<file path="config.mk">
export PLATFORM = sky130hd
export DESIGN_NAME = gsz_ctrl
export DESIGN_NICKNAME = d
export VERILOG_FILES = /design/src/hw/gsz_pkg.sv /design/src/hw/gsz_ctrl.sv
export SDC_FILE = /design/constraint.sdc
export NUM_CORES = 1
export LEC_CHECK = 0
export ABC_CLOCK_PERIOD_IN_PS = 51600
export BUFFER_PORTS_ARGS = -buffer_cell sky130_fd_sc_hd__buf_2
export CAP_MARGIN = 20
export CORE_MARGIN = 2
export CORE_UTILIZATION = 35
export CTS_CLUSTER_SIZE = 20
export DETAILED_ROUTE_END_ITERATION = 7
export PLACE_DENSITY = 0.57
export SYNTH_ARGS = -nofsm -noshare
export SYNTH_HDL_FRONTEND = slang
export SYNTH_SLANG_ARGS = --single-unit
</file>
<file path="constraint.sdc">
create_clock -name pclk -period 51.6 [get_ports pclk]
set_input_delay 7.74 -clock pclk [delete_from_list [all_inputs] [get_ports pclk]]
set_output_delay 7.74 -clock pclk [all_outputs]
set_load 0.005 [all_outputs]
</file>
<file path="src/hw/gsz_pkg.sv">
/*
 * Shared constants and types for the gas sensor mode and zero control block.
 * Assumes a 25 MHz APB clock; nonvolatile storage sits outside the block.
 */
package gsz_pkg;

	localparam int CLK_HZ = 25_000_000;
	localparam int BAUD = 9600;
	localparam logic [11:0] BIT_CYC = 12'(CLK_HZ / BAUD);
	localparam logic [11:0] HALF_CYC = 12'(CLK_HZ / BAUD / 2);
	localparam int MEAS_MS = 500;
	localparam int MEAS_CYC = CLK_HZ / 1000 * MEAS_MS;
	localparam int POSTPONE_MS = 10;
	localparam int POSTPONE_CYC = CLK_HZ / 1000 * POSTPONE_MS;

	localparam logic [7:0] A_CTRL = 8'h00;
	localparam logic [7:0] A_CMD = 8'h04;
	localparam logic [7:0] A_KNOWN = 8'h08;
	localparam logic [7:0] A_FRESH = 8'h0c;
	localparam logic [7:0] A_FTRUE = 8'h10;
	localparam logic [7:0] A_FREP = 8'h14;
	localparam logic [7:0] A_ZERO = 8'h18;
	localparam logic [7:0] A_FILT = 8'h1c;
	localparam logic [7:0] A_RAW = 8'h20;
	localparam logic [7:0] A_STAT = 8'h24;

	localparam int C_MODE = 0;
	localparam int C_FILT = 2;
	localparam int K_KNOWN = 0;
	localparam int K_N2 = 1;
	localparam int K_FRESH = 2;
	localparam int K_FINE = 3;
	localparam int S_READY = 0;
	localparam int S_REFUSED = 1;
	localparam int S_BUSY = 2;
	localparam int S_RXB = 8;

	localparam logic [15:0] FRESH_RST = 16'h0190;
	localparam logic [15:0] FULL_PPM = 16'h2710;

	localparam logic [7:0] CH_SP = 8'h20;
	localparam logic [7:0] CH_QM = 8'h3f;
	localparam logic [7:0] CH_CR = 8'h0d;
	localparam logic [7:0] CH_LF = 8'h0a;
	localparam logic [7:0] CH_0 = 8'h30;

	typedef enum logic [1:0] {M_CMD = 2'h0, M_STREAM = 2'h1, M_POLL = 2'h2} gsz_mode_t;
	typedef enum logic [2:0] {TX_IDLE = 3'b001, TX_LOAD = 3'b010, TX_BIT = 3'b100} gsz_tx_t;
	typedef enum logic [3:0] {RX_IDLE = 4'b0001, RX_START = 4'b0010, RX_DATA = 4'b0100,
		RX_STOP = 4'b1000} gsz_rx_t;

	typedef struct packed {
		logic psel;
		logic penable;
		logic pwrite;
		logic [7:0] paddr;
		logic [31:0] pwdata;
	} gsz_apb_t;

	typedef struct packed {
		logic valid;
		gsz_mode_t mode;
		logic [15:0] zero;
		logic [15:0] fresh;
	} gsz_nv_t;

	typedef struct packed {
		logic loaded;
		gsz_mode_t mode;
		gsz_mode_t nv_mode;
		logic [2:0] filt_k;
		logic [3:0] pend;
		logic refused;
		logic [15:0] known;
		logic [15:0] fresh;
		logic [15:0] ftrue;
		logic [15:0] frep;
		logic [15:0] zero;
		logic [15:0] conc;
		logic [15:0] filt;
		logic [23:0] tick;
		logic [17:0] busy;
		logic pready;
		logic pslverr;
		logic [31:0] prdata;
		logic rx_s1;
		logic rx_s2;
		gsz_rx_t rx_st;
		logic [11:0] rx_cnt;
		logic [2:0] rx_bit;
		logic [7:0] rx_sh;
		logic [7:0] rx_last;
		logic rx_got;
		gsz_tx_t tx_st;
		logic tx;
		logic [9:0] tx_sh;
		logic [11:0] tx_cnt;
		logic [3:0] tx_bit;
		logic [2:0] idx;
		logic qmark;
		logic [15:0] val;
		logic send_req;
		logic send_q;
	} gsz_state_t;

endpackage

</file>
<file path="src/hw/gsz_ctrl.sv">
/*
 * Gas sensor mode, filter and zero-point control with UART reply path and APB registers.
 * Assumes sensor_raw comes from front-end logic on pclk and nonvolatile storage outside.
 */
`timescale 1ns/1ns
`default_nettype none

module gsz_ctrl #(
	parameter int MEAS_PERIOD = gsz_pkg::MEAS_CYC,
	parameter int MEAS_BUSY = gsz_pkg::POSTPONE_CYC,
	parameter logic [15:0] FULL_SCALE = gsz_pkg::FULL_PPM
)(
	input wire logic pclk, // clock
	input wire logic presetn, // async reset
	input wire logic pclk_en, // freezes all state when low
	input wire gsz_pkg::gsz_apb_t apb, // APB request
	output logic [31:0] prdata, // read data
	output logic pready, // transfer done
	output logic pslverr, // unmapped address
	input wire logic [15:0] sensor_raw, // uncorrected reading
	input wire gsz_pkg::gsz_nv_t nv_in, // stored settings
	output gsz_pkg::gsz_nv_t nv_out, // settings to store
	input wire logic rx_pin, // serial in
	output logic tx_pin, // serial out
	output logic ready, // interface active
	output logic [15:0] conc_out, // filtered reading
	output logic [15:0] raw_out // unfiltered reading
);

	gsz_pkg::gsz_state_t s;
	gsz_pkg::gsz_state_t next_s;
	logic setup;
	logic access;
	logic wr;
	logic meas_now;
	logic go;
	logic [3:0] exec;
	logic [15:0] conc_new;
	logic signed [16:0] diff;
	logic [15:0] p;
	logic [15:0] dg;
	logic [7:0] ch;
	logic [31:0] stat;
	localparam logic [17:0] BUSY_W = 18'(MEAS_BUSY);

	function automatic logic [15:0] gsz_pow10(input logic [2:0] i);
		case (i)
			3'h1: gsz_pow10 = 16'h2710;
			3'h2: gsz_pow10 = 16'h03e8;
			3'h3: gsz_pow10 = 16'h0064;
			3'h4: gsz_pow10 = 16'h000a;
			default: gsz_pow10 = 16'h0001;
		endcase
	endfunction

	assign prdata = s.prdata;
	assign pready = s.pready;
	assign pslverr = s.pslverr;
	assign tx_pin = s.tx;
	assign ready = s.loaded;
	assign nv_out = {s.loaded, s.nv_mode, s.zero, s.fresh};
	assign conc_out = s.filt;
	assign raw_out = s.conc;

	always_comb
	begin
		setup = apb.psel && !apb.penable;
		access = apb.psel && apb.penable && s.pready;
		wr = access && apb.pwrite;
		meas_now = (s.tick == 24'(MEAS_PERIOD - 1));
		conc_new = sensor_raw - s.zero;
		diff = $signed({1'b0, conc_new}) - $signed({1'b0, s.filt});
		go = (s.pend != 4'h0) && (s.busy == 18'h0) && (s.mode != gsz_pkg::M_CMD) && s.loaded && !meas_now;
		exec = go ? (s.pend & (~s.pend + 4'h1)) : 4'h0;
		p = gsz_pow10(s.idx);
		dg = s.val / p;
		case (s.idx)
			3'h0: ch = gsz_pkg::CH_SP;
			3'h6: ch = gsz_pkg::CH_CR;
			3'h7: ch = gsz_pkg::CH_LF;
			default: ch = s.qmark ? gsz_pkg::CH_QM : 8'(gsz_pkg::CH_0 + dg[7:0]);
		endcase
		stat = 32'h0;
		stat[gsz_pkg::S_READY] = s.loaded;
		stat[gsz_pkg::S_REFUSED] = s.refused;
		stat[gsz_pkg::S_BUSY] = (s.busy != 18'h0);
		stat[gsz_pkg::S_RXB +: 8] = s.rx_last;
	end

	always_comb
	begin
		next_s = s;

		if (!s.loaded)
		begin
			next_s.loaded = 1'b1;
			if (nv_in.valid)
			begin
				next_s.mode = (nv_in.mode == gsz_pkg::M_POLL) ? gsz_pkg::M_POLL : gsz_pkg::M_STREAM;
				next_s.zero = nv_in.zero;
				next_s.fresh = nv_in.fresh;
			end
			else
			begin
				next_s.mode = gsz_pkg::M_STREAM;
				next_s.fresh = gsz_pkg::FRESH_RST;
			end
			next_s.nv_mode = next_s.mode;
		end

		next_s.tick = meas_now ? 24'h0 : s.tick + 24'h1;
		if (s.busy != 18'h0)
			next_s.busy = s.busy - 18'h1;
		if (meas_now && s.loaded && s.mode != gsz_pkg::M_CMD)
		begin
			next_s.conc = conc_new;
			next_s.filt = s.filt + 16'(diff >>> s.filt_k);
			next_s.busy = BUSY_W;
		end

		if (exec[gsz_pkg::K_KNOWN])
			next_s.zero = sensor_raw - s.known;
		if (exec[gsz_pkg::K_N2])
			next_s.zero = sensor_raw;
		if (exec[gsz_pkg::K_FRESH])
			next_s.zero = sensor_raw - s.fresh;
		if (exec[gsz_pkg::K_FINE])
			next_s.zero = s.zero + s.frep - s.ftrue;
		next_s.pend = s.pend & ~exec;
		if (s.mode == gsz_pkg::M_CMD)
			next_s.pend = 4'h0;

		next_s.pready = setup;
		if (setup)
		begin
			next_s.pslverr = 1'b0;
			if (apb.paddr == gsz_pkg::A_CTRL)
				next_s.prdata = {27'h0, s.filt_k, s.mode};
			else if (apb.paddr == gsz_pkg::A_CMD)
				next_s.prdata = {28'h0, s.pend};
			else if (apb.paddr == gsz_pkg::A_KNOWN)
				next_s.prdata = {16'h0, s.known};
			else if (apb.paddr == gsz_pkg::A_FRESH)
				next_s.prdata = {16'h0, s.fresh};
			else if (apb.paddr == gsz_pkg::A_FTRUE)
				next_s.prdata = {16'h0, s.ftrue};
			else if (apb.paddr == gsz_pkg::A_FREP)
				next_s.prdata = {16'h0, s.frep};
			else if (apb.paddr == gsz_pkg::A_ZERO)
				next_s.prdata = {16'h0, s.zero};
			else if (apb.paddr == gsz_pkg::A_FILT)
				next_s.prdata = {16'h0, s.filt};
			else if (apb.paddr == gsz_pkg::A_RAW)
				next_s.prdata = {16'h0, s.conc};
			else if (apb.paddr == gsz_pkg::A_STAT)
				next_s.prdata = stat;
			else
			begin
				next_s.prdata = 32'h0;
				next_s.pslverr = 1'b1;
			end
		end

		if (wr)
		begin
			if (apb.paddr == gsz_pkg::A_CTRL)
			begin
				next_s.filt_k = apb.pwdata[gsz_pkg::C_FILT +: 3];
				// Code 3 is not a mode and is ignored
				if (apb.pwdata[gsz_pkg::C_MODE +: 2] != 2'h3)
					next_s.mode = gsz_pkg::gsz_mode_t'(apb.pwdata[gsz_pkg::C_MODE +: 2]);
				if (apb.pwdata[gsz_pkg::C_MODE +: 2] == 2'h1 || apb.pwdata[gsz_pkg::C_MODE +: 2] == 2'h2)
					next_s.nv_mode = gsz_pkg::gsz_mode_t'(apb.pwdata[gsz_pkg::C_MODE +: 2]);
			end
			else if (apb.paddr == gsz_pkg::A_CMD)
			begin
				if (s.mode == gsz_pkg::M_CMD)
					next_s.refused = next_s.refused | (apb.pwdata[3:0] != 4'h0);
				else
					next_s.pend = next_s.pend | apb.pwdata[3:0];
			end
			else if (apb.paddr == gsz_pkg::A_KNOWN)
				next_s.known = apb.pwdata[15:0];
			else if (apb.paddr == gsz_pkg::A_FRESH)
				next_s.fresh = (apb.pwdata[15:0] > FULL_SCALE) ? FULL_SCALE : apb.pwdata[15:0];
			else if (apb.paddr == gsz_pkg::A_FTRUE)
				next_s.ftrue = apb.pwdata[15:0];
			else if (apb.paddr == gsz_pkg::A_FREP)
				next_s.frep = apb.pwdata[15:0];
			else if (apb.paddr == gsz_pkg::A_STAT && apb.pwdata[gsz_pkg::S_REFUSED])
				next_s.refused = 1'b0;
		end
		// A refusal in the same cycle as its clear still shows
		if (wr && apb.paddr == gsz_pkg::A_CMD && s.mode == gsz_pkg::M_CMD && apb.pwdata[3:0] != 4'h0)
			next_s.refused = 1'b1;

		next_s.rx_s1 = rx_pin;
		next_s.rx_s2 = s.rx_s1;
		next_s.rx_got = 1'b0;
		next_s.rx_cnt = (s.rx_cnt != 12'h0) ? s.rx_cnt - 12'h1 : 12'h0;
		case (s.rx_st)
			gsz_pkg::RX_IDLE:
				if (!s.rx_s2)
				begin
					next_s.rx_st = gsz_pkg::RX_START;
					next_s.rx_cnt = gsz_pkg::HALF_CYC - 12'h1;
				end
			gsz_pkg::RX_START:
				if (s.rx_cnt == 12'h0)
				begin
					next_s.rx_st = s.rx_s2 ? gsz_pkg::RX_IDLE : gsz_pkg::RX_DATA;
					next_s.rx_cnt = gsz_pkg::BIT_CYC - 12'h1;
					next_s.rx_bit = 3'h0;
				end
			gsz_pkg::RX_DATA:
				if (s.rx_cnt == 12'h0)
				begin
					next_s.rx_sh = {s.rx_s2, s.rx_sh[7:1]};
					next_s.rx_cnt = gsz_pkg::BIT_CYC - 12'h1;
					next_s.rx_bit = s.rx_bit + 3'h1;
					if (s.rx_bit == 3'h7)
						next_s.rx_st = gsz_pkg::RX_STOP;
				end
			gsz_pkg::RX_STOP:
				if (s.rx_cnt == 12'h0)
				begin
					next_s.rx_st = gsz_pkg::RX_IDLE;
					// Bad stop bit drops the character
					next_s.rx_got = s.rx_s2;
					if (s.rx_s2)
						next_s.rx_last = s.rx_sh;
				end
			default: next_s.rx_st = gsz_pkg::RX_IDLE;
		endcase

		case (s.tx_st)
			gsz_pkg::TX_IDLE:
			begin
				next_s.tx = 1'b1;
				if (s.send_req)
				begin
					next_s.val = s.filt;
					next_s.qmark = s.send_q;
					next_s.idx = 3'h0;
					next_s.send_req = 1'b0;
					next_s.tx_st = gsz_pkg::TX_LOAD;
				end
			end
			gsz_pkg::TX_LOAD:
			begin
				next_s.tx_sh = {1'b1, ch, 1'b0};
				if (s.idx != 3'h0 && s.idx <= 3'h5 && !s.qmark)
					next_s.val = s.val - 16'(dg * p);
				next_s.tx_bit = 4'h0;
				next_s.tx_cnt = gsz_pkg::BIT_CYC - 12'h1;
				next_s.tx_st = gsz_pkg::TX_BIT;
			end
			gsz_pkg::TX_BIT:
			begin
				next_s.tx = s.tx_sh[0];
				next_s.tx_cnt = s.tx_cnt - 12'h1;
				if (s.tx_cnt == 12'h0)
				begin
					next_s.tx_sh = {1'b1, s.tx_sh[9:1]};
					next_s.tx_cnt = gsz_pkg::BIT_CYC - 12'h1;
					next_s.tx_bit = s.tx_bit + 4'h1;
					if (s.tx_bit == 4'h9)
					begin
						next_s.idx = (s.qmark && s.idx == 3'h1) ? 3'h6 : s.idx + 3'h1;
						next_s.tx_st = (s.idx == 3'h7) ? gsz_pkg::TX_IDLE : gsz_pkg::TX_LOAD;
					end
				end
			end
			default: next_s.tx_st = gsz_pkg::TX_IDLE;
		endcase

		if (meas_now && s.loaded && s.mode == gsz_pkg::M_STREAM)
		begin
			next_s.send_req = 1'b1;
			next_s.send_q = 1'b0;
		end
		// any character with a good stop bit asks for a reading
		if (s.rx_got)
		begin
			next_s.send_req = 1'b1;
			next_s.send_q = (s.mode == gsz_pkg::M_CMD);
		end
	end

	always_ff @(posedge pclk or negedge presetn)
	begin
		if (!presetn)
		begin
			s <= '0;
			s.mode <= gsz_pkg::M_STREAM;
			s.nv_mode <= gsz_pkg::M_STREAM;
			s.fresh <= gsz_pkg::FRESH_RST;
			s.rx_s1 <= 1'b1;
			s.rx_s2 <= 1'b1;
			s.rx_st <= gsz_pkg::RX_IDLE;
			s.tx_st <= gsz_pkg::TX_IDLE;
			s.tx <= 1'b1;
		end
		else if (pclk_en)
			s <= next_s;
	end
endmodule

`default_nettype wire

</file>
# Word-level counts from Yosys, hierarchy flattened
# Index checks and enable logic that the tools add are counted.
# classes
n_addsub	17
multipliers	1
n_mux	92
n_bitwise	11
reduce_logical	66
n_lt_le_gt_ge	2
div_mod_pow	1
eq_ne	46
shift	1
# ops
operator	count
16-bit two-way mux	26
16-bit subtractor	5
76-bit two-way mux	1
69-bit two-way mux	1
64-bit two-way mux	1
14-bit case mux with 4 select lines	1
26-bit case mux with 2 select lines	1
48-bit two-way mux	1
18-bit two-way mux	2
12-bit case mux with 3 select lines	1
16-bit adder	2
8-bit by 5-bit == test with 1-bit output (second input constant)	4
32-bit two-way mux	1
16-bit case mux with 2 select lines	1
29-bit two-way mux	1
4-bit two-way mux	7
27-bit two-way mux	1
24-bit by 1-bit adder with 24-bit output (second input constant)	1
24-bit == test (second input constant)	1
12-bit zero test	2
24-bit two-way mux	1
8-bit case mux with 3 select lines	1
12-bit by 1-bit subtractor with 12-bit output (second input constant)	2
1-bit two-way mux	21
63 further kinds	151
# totals
rom_bits	0
n_memories	0
elab_cells	273
ram_bits	0
ff_bits	291
out_inout_bits	103
latchBits	0

# Longest topological paths before layout
# Gate-level depths: netlist of the first run.
# depth
ltp_word	15
ltp_mapped	183
mapped_depth_nobuf	172

# Worst setup path after synthesis of the first run
# Ideal clock, no wire load.
# synth_path
path_kind	reg2reg
startpoint	register s[20] (netlist bit)
endpoint	register s[16] (netlist bit)
stages_incl_launch_ff	173
t_arrival_ns	36.707
slack_ns	14.761
required_time_ns	51.467
n_path_buf	12
cell_sequence	dfrtp_1 -> inv_1 -> ha_1 -> o21ba_2 -> clkinv_1 -> nand2b_1 -> clkbuf_1 -> ha_1 -> and3b_1 -> a211o_1 -> o21a_1 -> ha_1 -> nor4b_1 -> nand4_1 -> a21oi_1 -> o21ai_0 -> ha_1 -> o211ai_1 -> [137 not listed] -> fa_1 -> a21oi_1 -> nor2_1 -> nor2_1 -> o21ai_0 -> a21oi_1 -> o21bai_1 -> a21oi_1 -> o21bai_1 -> a21oi_1 -> o21bai_1 -> a21oi_1 -> o21bai_1 -> a21oi_1 -> xor2_1 -> nor2_1 -> a311oi_1 -> a21oi_1
# synth_via
elab_chain_cells	7
word_cells_on_any_way	16
# synth_rtl
item	line_no	source
from (decl)	gsz_ctrl.sv:30	gsz_pkg::gsz_state_t s;
from (signal assigned)	gsz_ctrl.sv:305	s <= next_s;
3-bit == test, or another cell as far along	gsz_ctrl.sv:47	case (i)
14-bit case mux with 4 select lines	gsz_ctrl.sv:47	
16-bit by 16-bit divider with 16-bit output	gsz_ctrl.sv:76	dg = s.val / p;
16-bit by 16-bit multiplier with 16-bit output	gsz_ctrl.sv:253	next_s.val = s.val - 16'(dg * p);
16-bit subtractor	gsz_ctrl.sv:253	
16-bit two-way mux	gsz_ctrl.sv:252	if (s.idx != 3'h0 && s.idx <= 3'h5 && !s.qmark)
16-bit case mux with 2 select lines	gsz_ctrl.sv:236	case (s.tx_st)
# Parallel ways exist; a longest one is shown, timed or not. The select of a mux whose other input is x is not followed.
# A chain may end at the register's enable or synchronous reset.

# Worst setup path after layout of the first run
# layout_path
startpoint	register s[19] (netlist bit)
endpoint	register s[16] (netlist bit)
# The elaborated chain is that of the path after synthesis.

==> key figures, run 1 <==
Outcome
  • Status: completed

Route
  • Starting DRC count in detailed routing: between 1500 and 2000
  • Routed length per instance: 18.6 µm
  • Detailed-route via count: between 20000 and 30000
  • Vias per cell: ~5.3
  • Total Wirelength: ~90000 µm
  • Post-DRT Antenna Nets: 0
  • Drt pass-1 iters: 5
  • DRC viols: 0

Worst setup path
  • WP buf/inv: 10
  • CP required: 52.04 ns
  • Critical R2R Launch: s[19]
  • R2R Setup Slk: between 7 and 8 ns
  • Crit-path max cell delay: roughly 0.8 ns
  • Crit path DAT: 44.60 ns
  • Startpoint Class: register
  • Crit path max-delay family: compound AO/OA/AOI/OAI gates
  • CP Class: reg -> reg
  • Crit-path most repeated cell: ha_1
  • RR Endpoint: s[16]
  • CP max FO: 31
  • CP Capture Type: register
  • Length in cells of the worst reg-to-reg path: between 150 and 200
  • CP max stage cell: o21a_1

Timing
  • Fmax achieved: 0.0226 GHz
  • Worst hold slack: roughly 0.48 ns
  • Tcrit/Tclk final: between 80% and 90%
  • Slew of the pin with the lowest slew margin: between 1 and 1.5 ns
  • Final setup TNS: 0 ns
  • Max_slew headroom: around a quarter
  • Hold Vio Cnt, Final: 0
  • Post-layout min period: ~44 ns
  • Worst Clk Skew: between 0.04 and 0.05 ns
  • Final Max Tran Viols: 0
  • Final setup fails: 0
  • Setup WS post-layout: about 7.4 ns
  • RSZ-0062 raised after global routing: no

Synthesis
  • Top-count cell post-synth: nand2_1
  • Post-synth EDFFs: 0
  • Synth cell count leaders: nand2_1 (363), inv_1 (354), nor2_1 (329)
  • Sequential share of the synthesized area: between 20 and 25%
  • Synth Flop Type: dfrtp_1
  • Top cell type's share of synthesized area: around 22%
  • Avg Cell Area, Syn: 8.08 µm²
  • Ys async rst share: 100%
  • Synth area leaders: dfrtp_1 (22%), ha_1 (12%), fa_1 (7.3%)
  • Netlist Area Pre-Place: slightly below 30000 µm²
  • Yosys warns: 0
  • Yosys reg bits: roughly 280
  • Post-synthesis cell type count: a little over 100
  • Post-synthesis cell count: between 3000 and 4000
  • Yosys top cell by area: dfrtp_1

Clock tree
  • Clock buffer depth: 3
  • Worst-skew pair later-pin latency: 0.58 ns
  • Hold_buf cts: 0
  • Clk pin slew, worst setup/hold paths: roughly 0.060 ns
  • Num Clock Sinks: around 280
  • CTS HTree Levels: 2
  • Setup Buffers After CTS: 0
  • Num CTS Buffers: 37
  • Root buffer cell: clkbuf_16
  • PostCTS Resize Cnt: 0
  • CTS tree: yes

Global route
  • Global-route usage over all layers: about a fifth
  • Remaining global-route overflow: 0
  • First-pass GRT wire length: between 100000 and 150000 µm
  • Largest net degree at the start of global routing: between 80 and 90
  • Number of global-route vias before repair: 25070
  • Antenna violations before repair: 3

Floorplanning
  • FP Rows: between 100 and 150
  • Die Height: approximately 300 µm
  • I/O pins: ~200
  • Die W: between 200 and 300 µm
  • Starting density of the core: between 30% and 40%
  • Die ar.: roughly 87000 µm²
  • Core region area: between 80000 and 90000 µm²

Min path
  • Hold Path End: prdata[13]
  • Hold path depth: 2
  • Worst Hold Launch: prdata[13]
  • Hold crit path type: reg -> reg

Finish
  • Final nets: roughly 4200
  • Cell area after layout: roughly 32000 µm²
  • Final Core Density: between 30% and 40%
  • Layout cell share with drive strength beyond 1: 11.1%
  • Fillers: just under 9000
  • Synth-to-Final Area Change: 9.11%

Power
  • Psw: about 0.27 mW
  • LEAKAGE: 15.1 nW
  • Peak VDD IR: 0.0000219 V
  • Clock Power Share: a little over a third
  • Internal cell power: ~0.50 mW
  • Gate power share: a little under a third
  • Switching share of power: a little over a third
  • Sequential Power Share: 34.3%
  • Pwr/cell area: about 24 nW/µm²

Run
  • Max-cap violations: 0

Placed design
  • Placement Cell Area: between 30000 and 40000 µm²
  • Setup slack after placement: 8.01 ns
  • Post-detail-place hpwl: between 70000 and 80000 µm
  • Routability cong.: between 0.9 and 1
  • Port bufs: 168
## state kept, by name (all words and copies together) (netlist names)
name and count:
s 188, pslverr 1, raw_out 16, tx_pin 1, ready 1, pready 1, prdata 16, nv_out 34
conc_out 16, next_s 1
## worst max-delay path by stage
stage / slack [ns] / end / from / depth (start not counted)
floorplan: 14.76 / s[16] / s[20] / 172
CTS: 7.78 / s[16] / s[19] / 163
global placement: 8.18 / s[16] / s[19] / 163
global route: 3.91 / s[16] / s[19] / 166
finish: 7.44 / s[16] / s[19] / 163
detailed placement: 8.01 / s[16] / s[19] / 163
## worst reg2reg max path: cells and delay by family (launching register included)
family                   cells  cell delay (ns)
buffers and inverters       10             2.34
XOR/XNOR                     1             0.17
multiplexers                 4             1.69
AO/OA/AOI/OAI               93            24.99
flip-flops                   1             0.42
AND/OR/NAND/NOR             31             6.29
adder cells (fa/ha/maj)     24             8.18
## stage by stage
| stage | power, mW | instances |
|---|---|---|
| 2_1_floorplan | 0.447 | 3703 |
| 3_3_place_gp | 0.503 | 4805 |
| 3_5_place_dp | 0.506 | 4805 |
| 4_1_cts | 0.778 | 4872 |
| 5_1_grt | 0.826 | 4873 |
| 6_report | 0.771 | 4873 |
## power by group through the flow
stage	combinational [mW]	sequential [mW]	clock, mW
2_1_floorplan	0.188	0.260	0
3_3_place_gp	0.236	0.267	0
3_5_place_dp	0.238	0.267	0
4_1_cts	0.240	0.264	0.273
5_1_grt	0.275	0.269	0.282
6_report	0.239	0.265	0.267
## logic make-up (layout without fill, tap and decap cells)
logic type	count (synthesis)	count (layout)	synth area share (%)
XOR/XNOR	193	193	5.69
AO/OA/AOI/OAI	980	980	21.1
multiplexers	122	122	4.48
AND/OR/NAND/NOR	1104	1104	17.2
adder cells (fa/ha/maj)	395	395	19.4
buffers and inverters	604	639	8.90
other	2	31	0.0253
flip-flops	275	275	23.2
## layout make-up
class                      instances  area (µm²)  share of cell area, %
multi-input combinational       2824       20300                   62.6
sequential                       275        6890                   21.3
tap                             1134        1420                   4.38
inverter                         362        1360                   4.19
timing repair buffer             210        1170                   3.60
clock buffer                      52        1060                   3.28
clock inverter                    15         198                  0.610
antenna                            1        2.50                0.00772
## metal layers
metal  wire length [µm]  GRT usage (%)  up-vias  part of all wire, %
li1                   -              -    12775                    -
met1              40500           27.5    12311                   45
met2              41800           34.7      672                   46
met3               4990           2.91      131                  5.5
met4               3470           7.34        0                  3.8
met5                  0              0        -                    0
## cells in the final DEF, fill, tap and decap left out, drive strengths merged, types with 29 or more instances in the layout
cell,instances
nand2b,46
a21o,50
conb,30
xor2,68
o21ai,302
o22ai,30
nor2,330
clkbuf,52
or3,36
a211oi,29
inv,358
nand3,70
mux2,87
mux2i,35
buf,210
a21oi,248
dfrtp,265
ha,286
nor3,81
fa,109
nand2,363
nor2b,30
a21boi,37
xnor2,125
o21a,40
No activity file was read; power rests on OpenSTA's default activity.
==> run 2: changes to the inputs <==
--- a/config.mk
+++ b/config.mk
@@ -8,11 +8,13 @@
 export ABC_CLOCK_PERIOD_IN_PS = 51600
 export BUFFER_PORTS_ARGS = -buffer_cell sky130_fd_sc_hd__buf_2
 export CAP_MARGIN = 20
+export CELL_PAD_IN_SITES_DETAIL_PLACEMENT = 1
+export CELL_PAD_IN_SITES_GLOBAL_PLACEMENT = 2
 export CORE_MARGIN = 2
 export CORE_UTILIZATION = 35
 export CTS_CLUSTER_SIZE = 20
 export DETAILED_ROUTE_END_ITERATION = 7
-export PLACE_DENSITY = 0.57
+export PLACE_DENSITY = 0.83
 export SYNTH_ARGS = -nofsm -noshare
 export SYNTH_HDL_FRONTEND = slang
 export SYNTH_SLANG_ARGS = --single-unit
==> run 2 against run 1 <==
Against the previous run: via count rose by 2.6%; combinational power rose by 3%; die area did not move; clock skew fell by 0.015 ns; global-route usage rose by 2.4 points; sequential power barely moved; count of clock-buffer cells in the layout fell by 1; non-clock buffer count rose by 5; largest power group is now sequential cells; routed wire length rose by 11%; sequential cell count did not move; cell count did not move.
==> key figures, run 2 (same netlist as run 1, synthesis figures left out) <==
Outcome
  • Status: completed

Global route
  • Remaining global-route overflow: 0 (unchanged)
  • Antenna violations before repair: 3 (unchanged)
  • Number of global-route vias before repair: 27559 (+9.9%)
  • Largest net degree at the start of global routing: 171 (+92%)
  • Global-route usage over all layers: 23.2% (+2.4 points)
  • First-pass GRT wire length: 159000 µm (+11%)

Finish
  • Number of diodes: 0 (-1)
  • Reg with most FFs: s
  • Max reg flops: 188 (unchanged)
  • Commonest non-fill, non-tap cell in the layout: nand2_1
  • Most frequent cells in the layout: nand2_1 (363), inv_1 (354), nor2_1 (328), o21ai_0 (296), ha_1 (286)
  • Layout cell share with drive strength beyond 1: 11.1% (-0.030 points)
  • Final nets: 4206 (+0.071%)
  • Final Core Density: 38.6% (-0.079 points)
  • Synth-to-Final Area Change: 8.88%
  • Fillers: 10253 (+17%)

Placed design
  • Post-detail-place hpwl: 79300 µm (+11%)
  • Port bufs: 168 (unchanged)
  • Routability cong.: 0.880 (-3.6%)

Route
  • Routed wl met3: 3620 µm (-27%)
  • Met1 wire length: 44700 µm (+10%)
  • Met2 routed WL: 48700 µm (+16%)
  • Total Wirelength: 100000 µm (+11%)
  • Uppermost layer routed: met4
  • DRC viols: 0 (unchanged)
  • Post-DRT Antenna Nets: 0 (unchanged)
  • Detailed-route via count: 26565 (+2.6%)
  • Routed length per instance: 20.6 µm (+11%)
  • Drt pass-1 iters: 5 (unchanged)
  • Vias per cell: 5.45 (+2.6%)
  • Starting DRC count in detailed routing: 1291 (-27%)

Clock tree
  • Hold_buf cts: 0 (unchanged)
  • CTS tree: yes
  • Num Clock Sinks: 275 (unchanged)
  • Root buffer cell: clkbuf_16
  • Clock buffer depth: 3 (unchanged)
  • Setup Buffers After CTS: 0 (unchanged)
  • Worst-skew pair later-pin latency: 0.57 ns (about the same)
  • CTS HTree Levels: 2 (unchanged)
  • Num CTS Buffers: 35 (-5.4%)
  • PostCTS Resize Cnt: 0 (unchanged)
  • Clk pin slew, worst setup/hold paths: 0.06 ns (about the same)

Worst setup path
  • CP max stage cell: a2111oi_0
  • Critical R2R Launch: s[19]
  • Crit path DAT: 44.61 ns (about the same)
  • CP max FO: 31 (unchanged)
  • CP Class: reg -> reg
  • Crit-path most repeated cell: ha_1
  • CP Capture Type: register
  • Startpoint Class: register
  • CP required: 52.04 ns (about the same)
  • CP startpoint: s[19]
  • Crit-path max cell delay: 0.86 ns (+0.06 ns)

Timing
  • Post-layout min period: 44.17 ns (+0.0109 ns)
  • Hold Vio Cnt, Final: 0 (unchanged)
  • Slew of the pin with the lowest slew margin: 1.08 ns (-0.0512 ns)
  • Worst Clk Skew: 0.0283 ns (-0.0153 ns)
  • Tcrit/Tclk final: 85.6% (about the same)
  • Fmax achieved: 0.0226 GHz (about the same)
  • Max_slew headroom: 28.3% (+4.1 points)
  • Final Max Tran Viols: 0 (unchanged)
  • Final setup fails: 0 (unchanged)
  • RSZ-0062 raised after global routing: no
  • Final setup TNS: 0 ns (unchanged)

Min path
  • Worst Hold Launch: s[47]
  • Hold crit path type: reg -> reg

Floorplanning
  • FP Rows: 106 (unchanged)
  • Die Height: 295 µm (unchanged)
  • Die ar.: 87200 µm² (unchanged)
  • Starting density of the core: 35.4% (unchanged)
  • I/O pins: 201 (unchanged)
  • Core region area: 83800 µm² (unchanged)
  • Die W: 295 µm (unchanged)

Power
  • Total power: 0.757 mW (-1.8%)
  • Peak VDD IR: 0.0000193 V (-12%)
  • LEAKAGE: 15.0 nW (-0.21%)
  • Pwr/cell area: 23.4 nW/µm² (-1.6%)

Run
  • Max-cap violations: 0 (unchanged)
## run 2: cell count changes in the layout (fill, tap and decap cells not counted), moves of 2 or more
| cell | previous run | this run |
|---|---|---|
| clkbuf_8 | 8 | 6 |
| clkbuf_16 | 37 | 35 |
| bufinv_16 | 3 | 1 |
| clkinv_2 | 9 | 6 |
| clkbuf_1 | 7 | 10 |
| buf_12 | 0 | 2 |
| buf_4 | 42 | 45 |
## run 2: stage by stage
stage / setup slack, ns / hold WS, ns / instances / cell area, µm²
floorplan: 14.76 / 0.435 / 3703 / 29800
global placement: 8.37 / 0.462 / 4809 / 31200
detailed placement: 7.55 / 0.465 / 4809 / 31200
CTS: 7.40 / 0.482 / 4872 / 32300
global route: 4.00 / 0.492 / 4873 / 32300
finish: 7.43 / 0.475 / 4873 / 32300
## run 2: path summary, 6_finish.rpt
kind	end	depth (start not counted)	slack [ns]
worst max-delay path	s[16]	166	7.43
worst min-delay path	s[47]	1	0.47
worst max register to register	s[16]	166	7.43
worst min register to register	s[47]	1	0.47
max in group asynchronous	s[5]	2	42.89
min in group asynchronous	nv_out[6]	1	7.20
## run 2: where the power goes
part	total [mW]	internal, mW	switching [mW]
sequential	0.266	0.239	0.0266
clock	0.244	0.141	0.103
combinational	0.247	0.105	0.142
total	0.757	0.485	0.272
## run 2: layer usage
layer	vias up	GRT usage, %
li1	12746	-
met1	13228	30.4
met2	484	40.4
met3	107	1.95
met4	0	7.22
met5	-	0
## run 2: final cells by class
type | instances | area, µm² | area share, %
clock buffer | 51 | 996 | 3.08
multi-input combinational | 2824 | 20300 | 62.8
tap | 1134 | 1420 | 4.39
inverter | 362 | 1360 | 4.20
sequential | 275 | 6890 | 21.3
clock inverter | 12 | 131 | 0.406
timing repair buffer | 215 | 1230 | 3.80
## run 2: critical path: cells and delay by family (launching register included)
kind                     cells  cell delay (ns)
AO/OA/AOI/OAI               93            24.64
XOR/XNOR                     1             0.17
adder cells (fa/ha/maj)     24             8.23
buffers and inverters       11             2.77
flip-flops                   1             0.41
multiplexers                 3             1.05
AND/OR/NAND/NOR             34             6.62
==> run 3: changes to the inputs <==
--- a/config.mk
+++ b/config.mk
@@ -11,10 +11,10 @@
 export CELL_PAD_IN_SITES_DETAIL_PLACEMENT = 1
 export CELL_PAD_IN_SITES_GLOBAL_PLACEMENT = 2
 export CORE_MARGIN = 2
-export CORE_UTILIZATION = 35
+export CORE_UTILIZATION = 38
 export CTS_CLUSTER_SIZE = 20
 export DETAILED_ROUTE_END_ITERATION = 7
-export PLACE_DENSITY = 0.83
+export PLACE_DENSITY = 0.88
 export SYNTH_ARGS = -nofsm -noshare
 export SYNTH_HDL_FRONTEND = slang
 export SYNTH_SLANG_ARGS = --single-unit
==> run 3 against run 2 <==
Against the previous run: clock skew is 0.0015 ns higher; setup slack better by 0.16 ns; first-iteration DRC count is 11% higher; global-route usage is 1.3 points higher; count of clock-buffer cells in the layout is 2 lower; critical path depth stayed put.
==> key figures, run 3 (same netlist as run 1, synthesis figures left out) <==
Outcome
  • Status: completed

Placed design
  • Post-detail-place hpwl: 78500 µm (-0.91%)
  • Inst Count DP: 4715 (-2.0%)
  • Setup slack after placement: 7.96 ns (+0.407 ns)
  • Routability cong.: 0.897 (+1.9%)
  • Port bufs: 168 (unchanged)

Floorplanning
  • FP Rows: 102 (-3.8%)
  • Core region area: 77500 µm² (-7.6%)
  • Die Height: 284 µm (-4.0%)
  • Starting density of the core: 38.3% (+2.9 points)
  • Die W: 284 µm (-4.0%)
  • Die ar.: 80400 µm² (-7.8%)
  • I/O pins: 201 (unchanged)

Timing
  • Post-layout min period: 44.01 ns (-0.161 ns)
  • Final setup fails: 0 (unchanged)
  • RSZ-0062 raised after global routing: no
  • Final setup TNS: 0 ns (unchanged)
  • Slew of the pin with the lowest slew margin: 1.06 ns (-0.0139 ns)
  • Fmax achieved: 0.0227 GHz (+0.37%)
  • Final Max Tran Viols: 0 (unchanged)
  • Hold Vio Cnt, Final: 0 (unchanged)
  • Tcrit/Tclk final: 85.3% (-0.31 points)
  • Max_slew headroom: 29.2% (+0.89 points)
  • Setup WS post-layout: 7.59 ns (+0.161 ns)
  • Worst hold slack: 0.479 ns (+0.00424 ns)
  • Worst Clk Skew: 0.0298 ns (+0.00146 ns)

Clock tree
  • Num Clock Sinks: 275 (unchanged)
  • Hold_buf cts: 0 (unchanged)
  • Root buffer cell: clkbuf_16
  • CTS tree: yes
  • Setup Buffers After CTS: 0 (unchanged)
  • Num CTS Buffers: 35 (unchanged)
  • Worst-skew pair later-pin latency: 0.56 ns (about the same)
  • Clk pin slew, worst setup/hold paths: 0.06 ns (about the same)
  • CTS HTree Levels: 2 (unchanged)
  • Clock buffer depth: 3 (unchanged)
  • PostCTS Resize Cnt: 0 (unchanged)

Route
  • Routed length per instance: 20.8 µm (+1.2%)
  • Starting DRC count in detailed routing: 1430 (+11%)
  • DRC viols: 0 (unchanged)
  • Detailed-route via count: 26731 (+0.62%)
  • Vias per cell: 5.59 (+2.6%)
  • Total Wirelength: 99600 µm (-0.75%)
  • Drt pass-1 iters: 5 (unchanged)
  • Post-DRT Antenna Nets: 0 (unchanged)

Worst setup path
  • Startpoint Class: register
  • CP Class: reg -> reg
  • CP required: 52.03 ns (about the same)
  • WP buf/inv: 11 (unchanged)
  • Crit path max-delay family: compound AO/OA/AOI/OAI gates
  • CP max stage cell: o21bai_2
  • CP Capture Type: register
  • Crit-path most repeated cell: ha_1
  • CP max FO: 31 (unchanged)
  • Crit path DAT: 44.44 ns (-0.17 ns)
  • Crit-path max cell delay: 0.76 ns (-0.10 ns)
  • R2R Setup Slk: 7.59 ns (+0.16 ns)

Finish
  • Layout cell share with drive strength beyond 1: 11.1% (-0.021 points)
  • Synth-to-Final Area Change: 8.66%
  • Final nets: 4205 (-0.024%)
  • Area of the multi-input gates: 20300 µm² (unchanged)
  • Most frequent cells in the layout: nand2_1 (363), inv_1 (354), nor2_1 (328), o21ai_0 (296), ha_1 (286)
  • Reg with most FFs: s
  • Register Area: 6890 µm² (unchanged)
  • Layout Cells excl Fill: 4778 (-1.9%)
  • Fillers: 9435 (-8.0%)
  • Max reg flops: 188 (unchanged)
  • Commonest non-fill, non-tap cell in the layout: nand2_1

Power
  • Peak VDD IR: 0.0000177 V (-8.2%)
  • Pwr/cell area: 24.0 nW/µm² (+2.7%)
  • LEAKAGE: 15.1 nW (+0.15%)
  • Total power: 0.776 mW (+2.5%)

Global route
  • Number of global-route vias before repair: 27836 (+1.0%)
  • Remaining global-route overflow: 0 (unchanged)
  • Largest net degree at the start of global routing: 97 (-43%)
  • Antenna violations before repair: 7 (+4)
  • Global-route usage over all layers: 24.5% (+1.3 points)
  • First-pass GRT wire length: 158000 µm (-0.85%)

Run
  • Max-cap violations: 0 (unchanged)

Min path
  • Hold crit path type: reg -> reg
-- run 3: changes by cell type in the layout (fill, tap and decap cells not counted), sizes merged --
cell / change
clkbuf: -2
buf: -1
clkinv: -2
diode: +1
clkinvlp: -1
bufinv: +4
-- run 3: final timing paths --
kind	start	endpoint	cells past startpoint
hold / removal	s[47]	s[47]	1
setup / recovery	s[19]	s[16]	166
setup reg to reg	s[19]	s[16]	166
max in group asynchronous	presetn	raw_out[0]	2
min in group asynchronous	presetn	nv_out[2]	1
hold reg to reg	s[47]	s[47]	1
-- run 3: metal layers --
| layer | part of all wire (%) | track usage (%) | vias up |
|---|---|---|---|
| li1 | - | - | 12745 |
| met1 | 44 | 31.1 | 13271 |
| met2 | 48 | 42.3 | 554 |
| met3 | 3.7 | 2.45 | 159 |
| met4 | 4.6 | 10.6 | 2 |
| met5 | 0.015 | 0 | - |
-- run 3: power breakdown --
part / internal [mW] / leakage [nW] / switching (mW)
sequential: 0.239 / 3.40 / 0.0265
combinational: 0.105 / 11.1 / 0.142
clock: 0.159 / 0.591 / 0.105
-- run 3: cell type report --
class	count	area share [%]
clock inverter	13	0.714
timing repair buffer	214	3.71
multi-input combinational	2824	62.9
tap	1040	4.03
clock buffer	49	3.03
inverter	362	4.21
sequential	275	21.4
antenna	1	0.00776
-- run 3: worst reg2reg max path, delay by kind of cell, from the launching register on --
family / cells / cell delay [ns]
compound gates: 93 / 24.52
fa+ha+maj: 24 / 8.24
simple gates: 34 / 6.78
buf+inv: 11 / 2.69
mux: 3 / 1.05
flops: 1 / 0.42
xor+xnor: 1 / 0.18
-- run 3: metrics by stage --
| step | utilization [%] | area (µm²) |
|---|---|---|
| 6_report | 41.6 | 32300 |
| 5_1_grt | 41.6 | 32300 |
| 2_1_floorplan | - | 29800 |
| 3_5_place_dp | 40.1 | 31000 |
| 4_1_cts | 41.6 | 32300 |
| 3_3_place_gp | 40.1 | 31000 |
